## src/bit_timer_pkg.sv

```systemverilog
// Package with register map, field positions, reset values and types of the bit timer.
package bit_timer_pkg;

  // ----------------------------------------------------------------
  // Widths
  // ----------------------------------------------------------------
  localparam int COUNT_W = 10;
  localparam int ADDR_W = 12;

  // ----------------------------------------------------------------
  // Register byte addresses
  // ----------------------------------------------------------------
  localparam logic [ADDR_W-1:0] OFF_COUNT_LOW = 12'h000;
  localparam logic [ADDR_W-1:0] OFF_CONTROL = 12'h004;
  localparam logic [ADDR_W-1:0] OFF_IRQ_STATUS = 12'h008;
  localparam logic [ADDR_W-1:0] OFF_IRQ_MASK = 12'h00c;

  // ----------------------------------------------------------------
  // Control register fields
  // ----------------------------------------------------------------
  localparam int CTL_CNT_HI_MSB = 7;
  localparam int CTL_CNT_HI_LSB = 6;
  localparam int CTL_MODE_MSB = 5;
  localparam int CTL_MODE_LSB = 4;
  localparam int CTL_IE_BIT = 3;
  localparam int CTL_DONE_BIT = 2;
  localparam int CTL_DATA_BIT = 1;
  localparam int CTL_BUF_BIT = 0;

  // Interrupt status and mask layout.
  localparam int IRQ_BUF_BIT = 0;
  localparam int IRQ_DONE_BIT = 1;
  localparam int IRQ_W = 2;

  // ----------------------------------------------------------------
  // Reset values and vectors
  // ----------------------------------------------------------------
  localparam logic [7:0] COUNT_LOW_RESET = 8'h00;
  localparam logic [7:0] CONTROL_RESET = 8'h00;
  localparam logic [IRQ_W-1:0] IRQ_MASK_RESET = 2'h0;
  localparam logic [7:0] VECTOR_BUF = 8'h04;
  localparam logic [7:0] VECTOR_DONE = 8'h02;

  // ----------------------------------------------------------------
  // Types
  // ----------------------------------------------------------------
  localparam logic [1:0] MODE_OFF = 2'h0;
  localparam logic [1:0] MODE_GENERIC = 2'h1;
  localparam logic [1:0] MODE_RX = 2'h2;
  localparam logic [1:0] MODE_TX = 2'h3;

  typedef enum logic [0:0] {TX_IDLE, TX_RUN} tx_state_type;

endpackage

```

## src/interval_if.sv

```systemverilog
// Interface between the bit timer control logic and its interval counter.
`timescale 1ns/1ps
interface interval_if;
  import bit_timer_pkg::*;
  logic clear;
  logic load;
  logic run;
  logic down;
  logic [COUNT_W-1:0] load_value;
  logic [COUNT_W-1:0] value;
  logic expired;
  logic overflow;
  modport ctrl (output clear, load, run, down, load_value, input value, expired, overflow);
  modport counter (input clear, load, run, down, load_value, output value, expired, overflow);
endinterface

```

## src/interval_counter.sv

```systemverilog
// Ten-bit interval counter that counts down for transmit and up for receive.
`timescale 1ns/1ps
module interval_counter
  import bit_timer_pkg::*;
(
  // Clock and reset
  input wire logic pclk,
  input wire logic presetn,
  input wire logic clk_en,
  // Control side
  interval_if.counter iv
);

  logic [COUNT_W-1:0] value_reg;
  logic [COUNT_W-1:0] value_next;

  // ----------------------------------------------------------------
  // Count
  // ----------------------------------------------------------------
  wire at_zero = (value_reg == '0);
  wire at_top = (value_reg == {COUNT_W{1'b1}});

  // Down counting stops at zero; up counting wraps and flags it.
  assign value_next = iv.clear ? '0 :
                      iv.load ? iv.load_value :
                      !iv.run ? value_reg :
                      iv.down ? (at_zero ? value_reg : value_reg - 1'b1) :
                      value_reg + 1'b1;

  always_ff @(posedge pclk or negedge presetn) begin
    if (!presetn) begin
      value_reg <= '0;
    end else if (clk_en) begin
      value_reg <= value_next;
    end
  end

  assign iv.value = value_reg;
  assign iv.expired = iv.run && iv.down && at_zero;
  // An edge that meets the top value still reports the wrap, since the latched count is lost.
  assign iv.overflow = iv.run && !iv.down && at_top;

endmodule

```

## src/bit_timer.sv

```systemverilog
// Bit timer with one-bit transmit buffer, edge interval capture and APB registers.
`timescale 1ns/1ps
// Notes on behaviour
// With interrupt enable set, each flag raises its interrupt; vectors 0x04 and 0x02.
// Transmit: done flag sets when buffer is empty and counter reached zero.
// Receive mode sets the done flag on every capture pin edge.
// Done flag idle in mode 00; modes 01 and 11 report transmit done.
// Reading the control register clears both flags.
// Transmit: the data bit is a one-bit buffer feeding the next sent bit.
// Taking the buffered bit sets the buffer flag and its interrupt when enabled.
// Software refills the buffer in its handler or polls the buffer flag.
// Receive: the data bit shows edge polarity, one rising, zero falling.
// Receive: the count holds clock cycles since the previous edge.
// Receive: counter overflow before the next edge sets the overflow flag.
// Software extends long intervals by counting overflow flags.
// Mode 00 off, 01 generic, 10 receive, 11 transmit.
// The count is the low count register plus control bits 7:6.
// Each mark or space lasts count plus one clock periods.
// Receive: counter restarts from zero at each edge after latching.
// Keying holds the buffered bit for the full interval before the next fetch.
module bit_timer
  import bit_timer_pkg::*;
#(
  parameter int CNT_WIDTH = COUNT_W
)
(
  // Clock, reset and enable
  input wire logic pclk,
  input wire logic presetn,
  input wire logic clk_en,
  // APB slave
  input wire logic psel,
  input wire logic penable,
  input wire logic pwrite,
  input wire logic [ADDR_W-1:0] paddr,
  input wire logic [31:0] pwdata,
  input wire logic [3:0] pstrb,
  output logic [31:0] prdata,
  output logic pready,
  output logic pslverr,
  // Link side
  input wire logic capture_pin,
  output logic tx_key,
  // Interrupts
  output logic bit_buffer_interrupt,
  output logic done_interrupt,
  output logic [7:0] irq_vector,
  output logic irq
);

  // ----------------------------------------------------------------
  // Elaboration check
  // ----------------------------------------------------------------
  // The register layout fixes the count at ten bits.
  if (CNT_WIDTH != COUNT_W) begin : g_bad_width
    $error("bit_timer: CNT_WIDTH must be 10");
  end

  // ----------------------------------------------------------------
  // Declarations
  // ----------------------------------------------------------------
  interval_if iv ();
  tx_state_type state_reg, state_next;
  logic [7:0] count_low_reg;
  logic [1:0] count_hi_reg;
  logic [1:0] mode_reg;
  logic ie_reg, data_reg, buf_full_reg, buffer_or_overflow_flag_reg, done_or_edge_flag_reg, key_reg;
  logic [COUNT_W-1:0] cap_count_reg;
  logic cap_pol_reg;
  logic sync1_reg, sync2_reg, prev_reg;
  logic [IRQ_W-1:0] status_reg, mask_reg;
  logic [31:0] rdata_reg;
  logic [7:0] vector_reg;

  function automatic logic [31:0] byte_word(input logic [7:0] b);
    byte_word = {24'h000000, b};
  endfunction

  // ----------------------------------------------------------------
  // APB decode
  // ----------------------------------------------------------------
  wire setup = psel && !penable;
  wire access = psel && penable && clk_en;
  wire hit_count = (paddr == OFF_COUNT_LOW);
  wire hit_ctrl = (paddr == OFF_CONTROL);
  wire hit_stat = (paddr == OFF_IRQ_STATUS);
  wire hit_mask = (paddr == OFF_IRQ_MASK);
  wire mapped = hit_count || hit_ctrl || hit_stat || hit_mask;
  wire wr_ok = access && pwrite && pstrb[0] && mapped;
  wire wr_count = wr_ok && hit_count;
  wire wr_ctrl = wr_ok && hit_ctrl;
  wire wr_stat = wr_ok && hit_stat;
  wire wr_mask = wr_ok && hit_mask;
  wire ctrl_read = access && !pwrite && hit_ctrl;
  wire [1:0] wr_mode = pwdata[CTL_MODE_MSB:CTL_MODE_LSB];
  wire wr_fill = wr_ctrl && (wr_mode != MODE_RX) && (wr_mode != MODE_OFF);

  assign pready = clk_en;
  assign pslverr = psel && penable && !mapped;
  assign prdata = rdata_reg;

  // ----------------------------------------------------------------
  // Mode decode and pin sampling
  // ----------------------------------------------------------------
  wire mode_tx = (mode_reg == MODE_TX);
  wire mode_rx = (mode_reg == MODE_RX);
  wire mode_off = (mode_reg == MODE_OFF);
  wire tx_active = mode_tx || (mode_reg == MODE_GENERIC);
  wire [COUNT_W-1:0] count_val = {count_hi_reg, count_low_reg};
  wire rx_edge = mode_rx && (sync2_reg != prev_reg);

  // ----------------------------------------------------------------
  // Transmit sequencer
  // ----------------------------------------------------------------
  wire in_run = (state_reg == TX_RUN);
  wire bit_end = in_run && iv.expired;
  wire fetch = tx_active && buf_full_reg && (!in_run || bit_end);
  wire tx_done = tx_active && bit_end && !buf_full_reg;

  always_comb begin
    state_next = state_reg;
    case (state_reg)
      TX_IDLE: begin
        if (fetch) begin
          state_next = TX_RUN;
        end
      end
      TX_RUN: begin
        if (!tx_active || tx_done) begin
          state_next = TX_IDLE;
        end
      end
      default: begin
        state_next = TX_IDLE;
      end
    endcase
  end

  // Counter steering: load the interval on a fetch, count up between edges.
  assign iv.clear = !mode_rx && !tx_active || rx_edge;
  assign iv.load = fetch;
  assign iv.load_value = count_val;
  assign iv.run = (tx_active && in_run) || mode_rx;
  assign iv.down = tx_active;

  interval_counter u_counter (
    .pclk(pclk),
    .presetn(presetn),
    .clk_en(clk_en),
    .iv(iv.counter)
  );

  // ----------------------------------------------------------------
  // Flags
  // ----------------------------------------------------------------
  wire set0 = fetch || (mode_rx && iv.overflow);
  wire set2 = tx_done || rx_edge;
  // Only bits that the read returned are cleared, so a later set is not lost.
  wire clr0 = ctrl_read && rdata_reg[CTL_BUF_BIT];
  wire clr2 = ctrl_read && rdata_reg[CTL_DONE_BIT];
  wire [IRQ_W-1:0] events = {set2, set0};
  wire [IRQ_W-1:0] stat_clr = wr_stat ? pwdata[IRQ_W-1:0] : '0;

  always_ff @(posedge pclk or negedge presetn) begin
    if (!presetn) begin
      buffer_or_overflow_flag_reg <= 1'b0;
      done_or_edge_flag_reg <= 1'b0;
      status_reg <= '0;
    end else if (clk_en) begin
      buffer_or_overflow_flag_reg <= set0 || (buffer_or_overflow_flag_reg && !clr0);
      done_or_edge_flag_reg <= !mode_off && (set2 || (done_or_edge_flag_reg && !clr2));
      status_reg <= events | (status_reg & ~stat_clr);
    end
  end

  // ----------------------------------------------------------------
  // Control registers and buffer
  // ----------------------------------------------------------------
  always_ff @(posedge pclk or negedge presetn) begin
    if (!presetn) begin
      count_low_reg <= COUNT_LOW_RESET;
      {count_hi_reg, mode_reg, ie_reg} <= CONTROL_RESET[7:3];
      data_reg <= CONTROL_RESET[CTL_DATA_BIT];
      mask_reg <= IRQ_MASK_RESET;
    end else if (clk_en) begin
      if (wr_count) begin
        count_low_reg <= pwdata[7:0];
      end
      if (wr_ctrl) begin
        count_hi_reg <= pwdata[CTL_CNT_HI_MSB:CTL_CNT_HI_LSB];
        mode_reg <= pwdata[CTL_MODE_MSB:CTL_MODE_LSB];
        ie_reg <= pwdata[CTL_IE_BIT];
        data_reg <= pwdata[CTL_DATA_BIT];
      end
      if (wr_mask) begin
        mask_reg <= pwdata[IRQ_W-1:0];
      end
    end
  end

  // A write in the fetch cycle refills the buffer after the old bit is taken.
  always_ff @(posedge pclk or negedge presetn) begin
    if (!presetn) begin
      buf_full_reg <= 1'b0;
      state_reg <= TX_IDLE;
      key_reg <= 1'b0;
    end else if (clk_en) begin
      buf_full_reg <= wr_fill || (buf_full_reg && !fetch && tx_active);
      state_reg <= state_next;
      if (fetch) begin
        key_reg <= data_reg;
      end else if (tx_done || !tx_active) begin
        key_reg <= 1'b0;
      end
    end
  end

  assign tx_key = key_reg && mode_tx;

  // ----------------------------------------------------------------
  // Receive capture
  // ----------------------------------------------------------------
  always_ff @(posedge pclk or negedge presetn) begin
    if (!presetn) begin
      sync1_reg <= 1'b0;
      sync2_reg <= 1'b0;
      prev_reg <= 1'b0;
      cap_count_reg <= '0;
      cap_pol_reg <= 1'b0;
    end else if (clk_en) begin
      sync1_reg <= capture_pin;
      sync2_reg <= sync1_reg;
      prev_reg <= sync2_reg;
      // The edge cycle itself belongs to the interval, hence the plus one.
      if (rx_edge) begin
        cap_count_reg <= COUNT_W'(iv.value + 1'b1);
        cap_pol_reg <= sync2_reg;
      end
    end
  end

  // ----------------------------------------------------------------
  // Read data, sampled in the setup phase
  // ----------------------------------------------------------------
  wire [COUNT_W-1:0] shown_count = mode_rx ? cap_count_reg : count_val;
  wire shown_data = mode_rx ? cap_pol_reg : data_reg;
  wire [7:0] ctrl_view = {shown_count[9:8], mode_reg, ie_reg, done_or_edge_flag_reg, shown_data,
                          buffer_or_overflow_flag_reg};
  wire [31:0] rd_mux = hit_count ? byte_word(shown_count[7:0]) :
                       hit_ctrl ? byte_word(ctrl_view) :
                       hit_stat ? {30'h00000000, status_reg} :
                       hit_mask ? {30'h00000000, mask_reg} : 32'h00000000;

  always_ff @(posedge pclk or negedge presetn) begin
    if (!presetn) begin
      rdata_reg <= 32'h00000000;
      vector_reg <= 8'h00;
    end else if (clk_en) begin
      if (setup) begin
        rdata_reg <= rd_mux;
      end
      // The done vector is served first when both flags stand.
      vector_reg <= (ie_reg && done_or_edge_flag_reg) ? VECTOR_DONE :
                    (ie_reg && buffer_or_overflow_flag_reg) ? VECTOR_BUF : 8'h00;
    end
  end

  // ----------------------------------------------------------------
  // Interrupt outputs
  // ----------------------------------------------------------------
  assign bit_buffer_interrupt = ie_reg && buffer_or_overflow_flag_reg;
  assign done_interrupt = ie_reg && done_or_edge_flag_reg;
  assign irq_vector = vector_reg;
  assign irq = |(status_reg & mask_reg);

  // ----------------------------------------------------------------
  // Assertions
  // ----------------------------------------------------------------
  logic [COUNT_W:0] bit_cycles_reg, bit_len_reg;
  always_ff @(posedge pclk or negedge presetn) begin
    if (!presetn) begin
      bit_cycles_reg <= '0;
      bit_len_reg <= '0;
    end else if (clk_en) begin
      if (fetch) begin
        bit_cycles_reg <= (COUNT_W+1)'(1);
        bit_len_reg <= {1'b0, count_val} + 1'b1;
      end else if (in_run) begin
        bit_cycles_reg <= bit_cycles_reg + 1'b1;
      end
    end
  end
endmodule

```

## config.mk

```make
export PLATFORM = sky130hd
export DESIGN_NAME = bit_timer
export DESIGN_NICKNAME = d
export VERILOG_FILES = /design/src/bit_timer_pkg.sv /design/src/interval_if.sv /design/src/interval_counter.sv /design/src/bit_timer.sv
export SDC_FILE = /design/constraint.sdc
export NUM_CORES = 1
export LEC_CHECK = 0
export BUFFER_PORTS_ARGS = -buffer_cell sky130_fd_sc_hd__buf_2
export CORE_ASPECT_RATIO = 0.9
export CORE_MARGIN = 2
export CORE_UTILIZATION = 52
export CTS_BUF_LIST = sky130_fd_sc_hd__clkbuf_4 sky130_fd_sc_hd__clkbuf_8 sky130_fd_sc_hd__clkbuf_16
export DETAILED_ROUTE_END_ITERATION = 7
export MAX_ROUTING_LAYER = met4
export PLACE_DENSITY = 0.81
export SKIP_CTS_REPAIR_TIMING = 1
export SYNTH_ARGS = -nofsm -noshare
export SYNTH_HDL_FRONTEND = slang
export SYNTH_SLANG_ARGS = --single-unit
export TNS_END_PERCENT = 100
```

## constraint.sdc

```tcl
create_clock -name pclk -period 2.3 [get_ports pclk]
set_input_delay 0.46 -clock pclk [delete_from_list [all_inputs] [get_ports pclk]]
set_output_delay 0.46 -clock pclk [all_outputs]
set_load 0.005 [all_outputs]
```

Yosys cells after proc, flatten, opt, wreduce, memory -nomap -nowiden
Index checks and enable logic that the tools add are counted.
- add/sub/neg operators: 2
- equality and inequality tests: 10
- muxes and demuxes: 19
- bitwise logic cells: 5
- reduce and logical (&&, ||, !) cells: 76
- operator list (kind ; number):
    2-to-1 mux 10 bit ; 6
    logical AND 1 bit ; 38
    equality test 12 x 4 -> 1 bit (second input constant) ; 2
    2-to-1 mux 8 bit ; 2
    logical OR 1 bit ; 13
    equality test 12 x 3 -> 1 bit (second input constant) ; 1
    zero test 12 bit ; 1
    AND reduction 2 bit ; 6
    zero test 1 bit ; 11
    adder 10 x 1 -> 10 bit (second input constant) ; 1
    equality test 10 bit (second input constant) ; 1
    zero test 10 bit ; 1
    subtractor 10 x 1 -> 10 bit (second input constant) ; 1
    2-to-1 mux 2 bit ; 3
    2-to-1 mux 3 bit ; 2
    2-to-1 mux 1 bit ; 5
    bitwise AND 2 bit ; 2
    equality test 2 bit (second input constant) ; 2
    != test 4 x 3 -> 1 bit (second input constant) ; 1
    nonzero test 2 bit ; 2
    AND reduction 3 bit ; 1
    nonzero test 3 bit ; 1
    equality test 2 x 1 -> 1 bit (second input constant) ; 1
    zero test 2 bit ; 1
    7 further kinds ; 7
- register bits: 87
- input bits: 55
- output and inout bits: 46

Logic depth before layout (Yosys ltp)
- word-level depth: 13
- gate-level depth with buffers: 8

Cells and area by module
Synthesis repeated with hierarchy kept, for this count alone.
- cells, all modules: 363
- area total of the unflattened synthesis: 3681.0 µm²
- modules (own cells, without submodules) (module ; instances ; cells each ; area each (µm²) ; sequential area each (µm²)):
    bit_timer ; 1 ; 252 ; 2718.9 ; 1176.1
    interval_counter ; 1 ; 111 ; 962.2 ; 250.2

Worst setup path before layout
OpenSTA, ideal clock, no wires.
- kind: input-to-reg
- start: input paddr[7]
- end: register count_hi_reg[0]
- library setup time: 0.125 ns
- data arrival time: 2.156 ns
- required time: 2.175 ns
- setup slack: 0.019 ns
- cell stages on the path: 6
- cell sequence: or4_1 or3_4 nor3_4 nand2b_2 buf_6 mux2_4
- word-level cells in the longest chain between the ends: 7
- elaborated cells on any way between the ends: 10
- those cells by class: 3 x eq/ne; 7 x reduce/logical
- RTL lines (item ; line ; RTL):
    from (decl) ; bit_timer.sv:35 ; input wire logic [ADDR_W-1:0] paddr,
    equality test 12 x 3 -> 1 bit or zero test 12 bit (tied branches) ; bit_timer.sv:85, bit_timer.sv:84 ;
    logical OR 1 bit (3 in a row) ; bit_timer.sv:88 ; wire mapped = hit_count || hit_ctrl || hit_stat || hit_mask;
    logical AND 1 bit ; bit_timer.sv:89 ; wire wr_ok = access && pwrite && pstrb[0] && mapped;
    logical AND 1 bit * ; bit_timer.sv:91 ; wire wr_ctrl = wr_ok && hit_ctrl;
    AND reduction 2 bit (no line) * ; - ;
    to (signal assigned) ; bit_timer.sv:182 ; {count_hi_reg, mode_reg, ie_reg} <= CONTROL_RESET[7:3];
    to (signal assigned) ; bit_timer.sv:190 ; count_hi_reg <= pwdata[CTL_CNT_HI_MSB:CTL_CNT_HI_LSB];
    to (decl) ; bit_timer.sv:65 ; logic [1:0] count_hi_reg;
Every way passes the cells marked *; elsewhere a longest branch is shown, timed or not.
A chain may end at the register's enable or synchronous reset.

Worst setup path in the final report
- start: input paddr[7]
- end: output pslverr
- word-level cells in the longest chain between the ends: 6
- elaborated cells on any way between the ends: 9
- those cells by class: 3 x eq/ne; 6 x reduce/logical
- RTL lines (item ; line ; RTL):
    equality test 12 x 3 -> 1 bit or zero test 12 bit (tied branches) ; bit_timer.sv:85, bit_timer.sv:84 ;
    logical OR 1 bit (2 in a row) ; bit_timer.sv:88 ;
    logical OR 1 bit * ; bit_timer.sv:88 ;
    zero test 1 bit * ; bit_timer.sv:99 ; assign pslverr = psel && penable && !mapped;
    logical AND 1 bit * ; bit_timer.sv:99 ;
    to (decl) ; bit_timer.sv:40 ; output logic pslverr,
Marked as above.

==> metrics.cfg <==
[detailed_routing]
routed_wl_um=8710
drc=0
dr.pass1.iters=5
ant_nets=0
vias_per_cell=5.66
wl_per_cell_um=17.4
dr.first_iter.drc_count=205
route.vias.total=2838

[clocking]
htree_levels=3
clockRootBuffer=clkbuf_8
clock_sinks=57
clk_latency_ps=350
cts_tree=done
clk_pin_slew_worst_paths_ps=60
cts_buffers=9
cts_buffer_depth=2

[sta]
fin_tns_setup_ps=0
finalMaxSlewViolations=0
hold_viol_final=0
period_minus_slack_ps=2270
rsz0062_at_grt=no
layout_worst_path_cycle_share_pct=98.7
fin_skew_ps=7.59
fmax_ghz=0.441
setup_viol=0

[placed_design]
gp_congestion=0.985
dp_cells=483
port_buffers=43
hpwl_um=6310

[floorplan]
rows=27
die_h_um=80.2
initial_core_util_pct=54.3
boundaryPins=101
chipWidth_um=88.7
core-area_mm2=0.00618
dieArea_mm2=0.00712

[global_routing]
grt_pass1_vias=2760
grt_max_degree=58
grt_usage_pct=26.2
grt_pass1_wl_um=13500
grt-ovfl-total=0
grt_antenna_before_repair=0

[worst_setup_path]
critical_path_required_ps=1840
cp-end-kind=output pin
slowest_stage=or4_4
crit_path_start_kind=primary input
worstPathCellList=buf_2 -> or4_4 -> or3_4 -> and3_4 -> buf_2
worstPathMaxFanout=3
r2r_slack_ps=200
worst-path-buf-inv=2
max_stage_delay_ps=530
worst-setup-path-type=in2out
crit_start=paddr[7]
path_common_cell=buf_2
r2r-start=u_counter.iv.value[4]
crit_family=simple AND/OR/NAND/NOR gates
crit_arrival_ps=1810

[logic_synthesis]
avgSynthCellArea_um2=9.94
ys_ff_latch=57
synthesis.area_mm2=0.00336
ys_seq_area_share_pct=42.5
postSynthCellCount=338
async_flop_share_pct=100
ys_types=60
synth_top_flop_cell=dfrtp_1
yosysTopAreaCellShare_pct=42.5
netlist_top_cells_area=dfrtp_1, buf_4, mux2_2
synth.largest_area_cell=dfrtp_1
synth-edff-count=0
yosysWarnings=0

[pwr]
power_density_mw_per_mm2=769
clkPwrFrac_pct=31.2
pwr-share-comb_pct=29.4
seq_power_share_pct=39.4
power_switching_share_pct=33.1
ir_drop_v=0.000509
leakagePower_nw=1.96
intPower_mw=2.04
netSwitchingPower_mw=1.01

[finish]
diodes=0
stdcell_count=501
nets=467
multi_input_area_mm2=0.00171
final_common_cell=dfrtp_1
final_cell_mix=dfrtp_1, buf_2, nand2_1
postLayoutCoreUtil_pct=64.0
num-fill-cells=500
area_delta_synth_final_pct=17.8
seqCellArea_mm2=0.00143
drive_above_1_share_pct=31.4

[status]
status=finished, final reports clean

[hold_path]
hold_path_class=in2async

[flow_run]
drv_cap=0

synthesized netlist by cell type, drive strengths merged (4+ instances only):
cell,count
dfrtp,57
buf,35
nand2,35
a21oi,27
mux2,24
nor2,16
inv,11
o21ai,10
xnor2,9
clkbuf,8
nand3,7
o22ai,7
a221o,6
and2,5
nor3,5
o2bb2ai,5
a21o,4
nand2b,4
cells by family (layout without fill, tap and decap cells):
kind of cell,Yosys count,count (layout),share of synthesized area (%)
mux,28,28,10.5
xor+xnor,10,10,2.61
other cells,1,30,0.112
fa+ha+maj,3,3,1.12
buf+inv,55,102,9.95
flops,57,57,42.5
compound gates,87,87,18.1
simple gates,97,97,15.1
layout make-up:
| cell class | instances | share of cell area [%] |
|---|---|---|
| clock inverters | 5 | 1.39 |
| clock buffers | 11 | 3.67 |
| repair buffers | 74 | 11.6 |
| inverters | 12 | 1.14 |
| well taps | 87 | 2.75 |
| flip-flops and latches | 57 | 36.1 |
| multi-input cells | 255 | 43.3 |
metrics by stage:
step	setup slack (ps)	power (mW)	hold WS (ps)	cell area, µm²
3_5_place_dp	-217	2.09	481	3730
5_1_grt	13.4	3.21	122	3960
3_3_place_gp	-144	2.07	475	3730
6_report	30.4	3.04	101	3960
4_1_cts	-46.1	3.05	111	3930
2_1_floorplan	18.7	1.81	164	3470
power by group through the flow:
| stage | clock (mW) | sequential [mW] | combinational [mW] |
|---|---|---|---|
| 5_1_grt | 1.02 | 1.21 | 0.980 |
| 4_1_cts | 0.967 | 1.20 | 0.879 |
| 3_5_place_dp | 0 | 1.22 | 0.873 |
| 3_3_place_gp | 0 | 1.21 | 0.862 |
| 6_report | 0.949 | 1.20 | 0.893 |
| 2_1_floorplan | 0 | 1.21 | 0.593 |
per-layer routing:
metal | vias up | part of all wire (%) | track usage, %
met4 | 0 | 2.3 | 9.39
met5 | - | 0 | -
met3 | 25 | 5.4 | 7.61
met2 | 112 | 49 | 40.4
met1 | 1399 | 43 | 33.0
li1 | 1302 | - | -
worst paths after layout:
check                                              end  depth (start not counted)
min                              u_counter.iv.value[6]                          2
max reg2reg                buffer_or_overflow_flag_reg                          7
min in group pclk                            sync1_reg                          2
max                                            pslverr                          5
max in group asynchronous                status_reg[1]                          2
min reg2reg                                    key_reg                          2
Power figures use the tool's default switching activity.
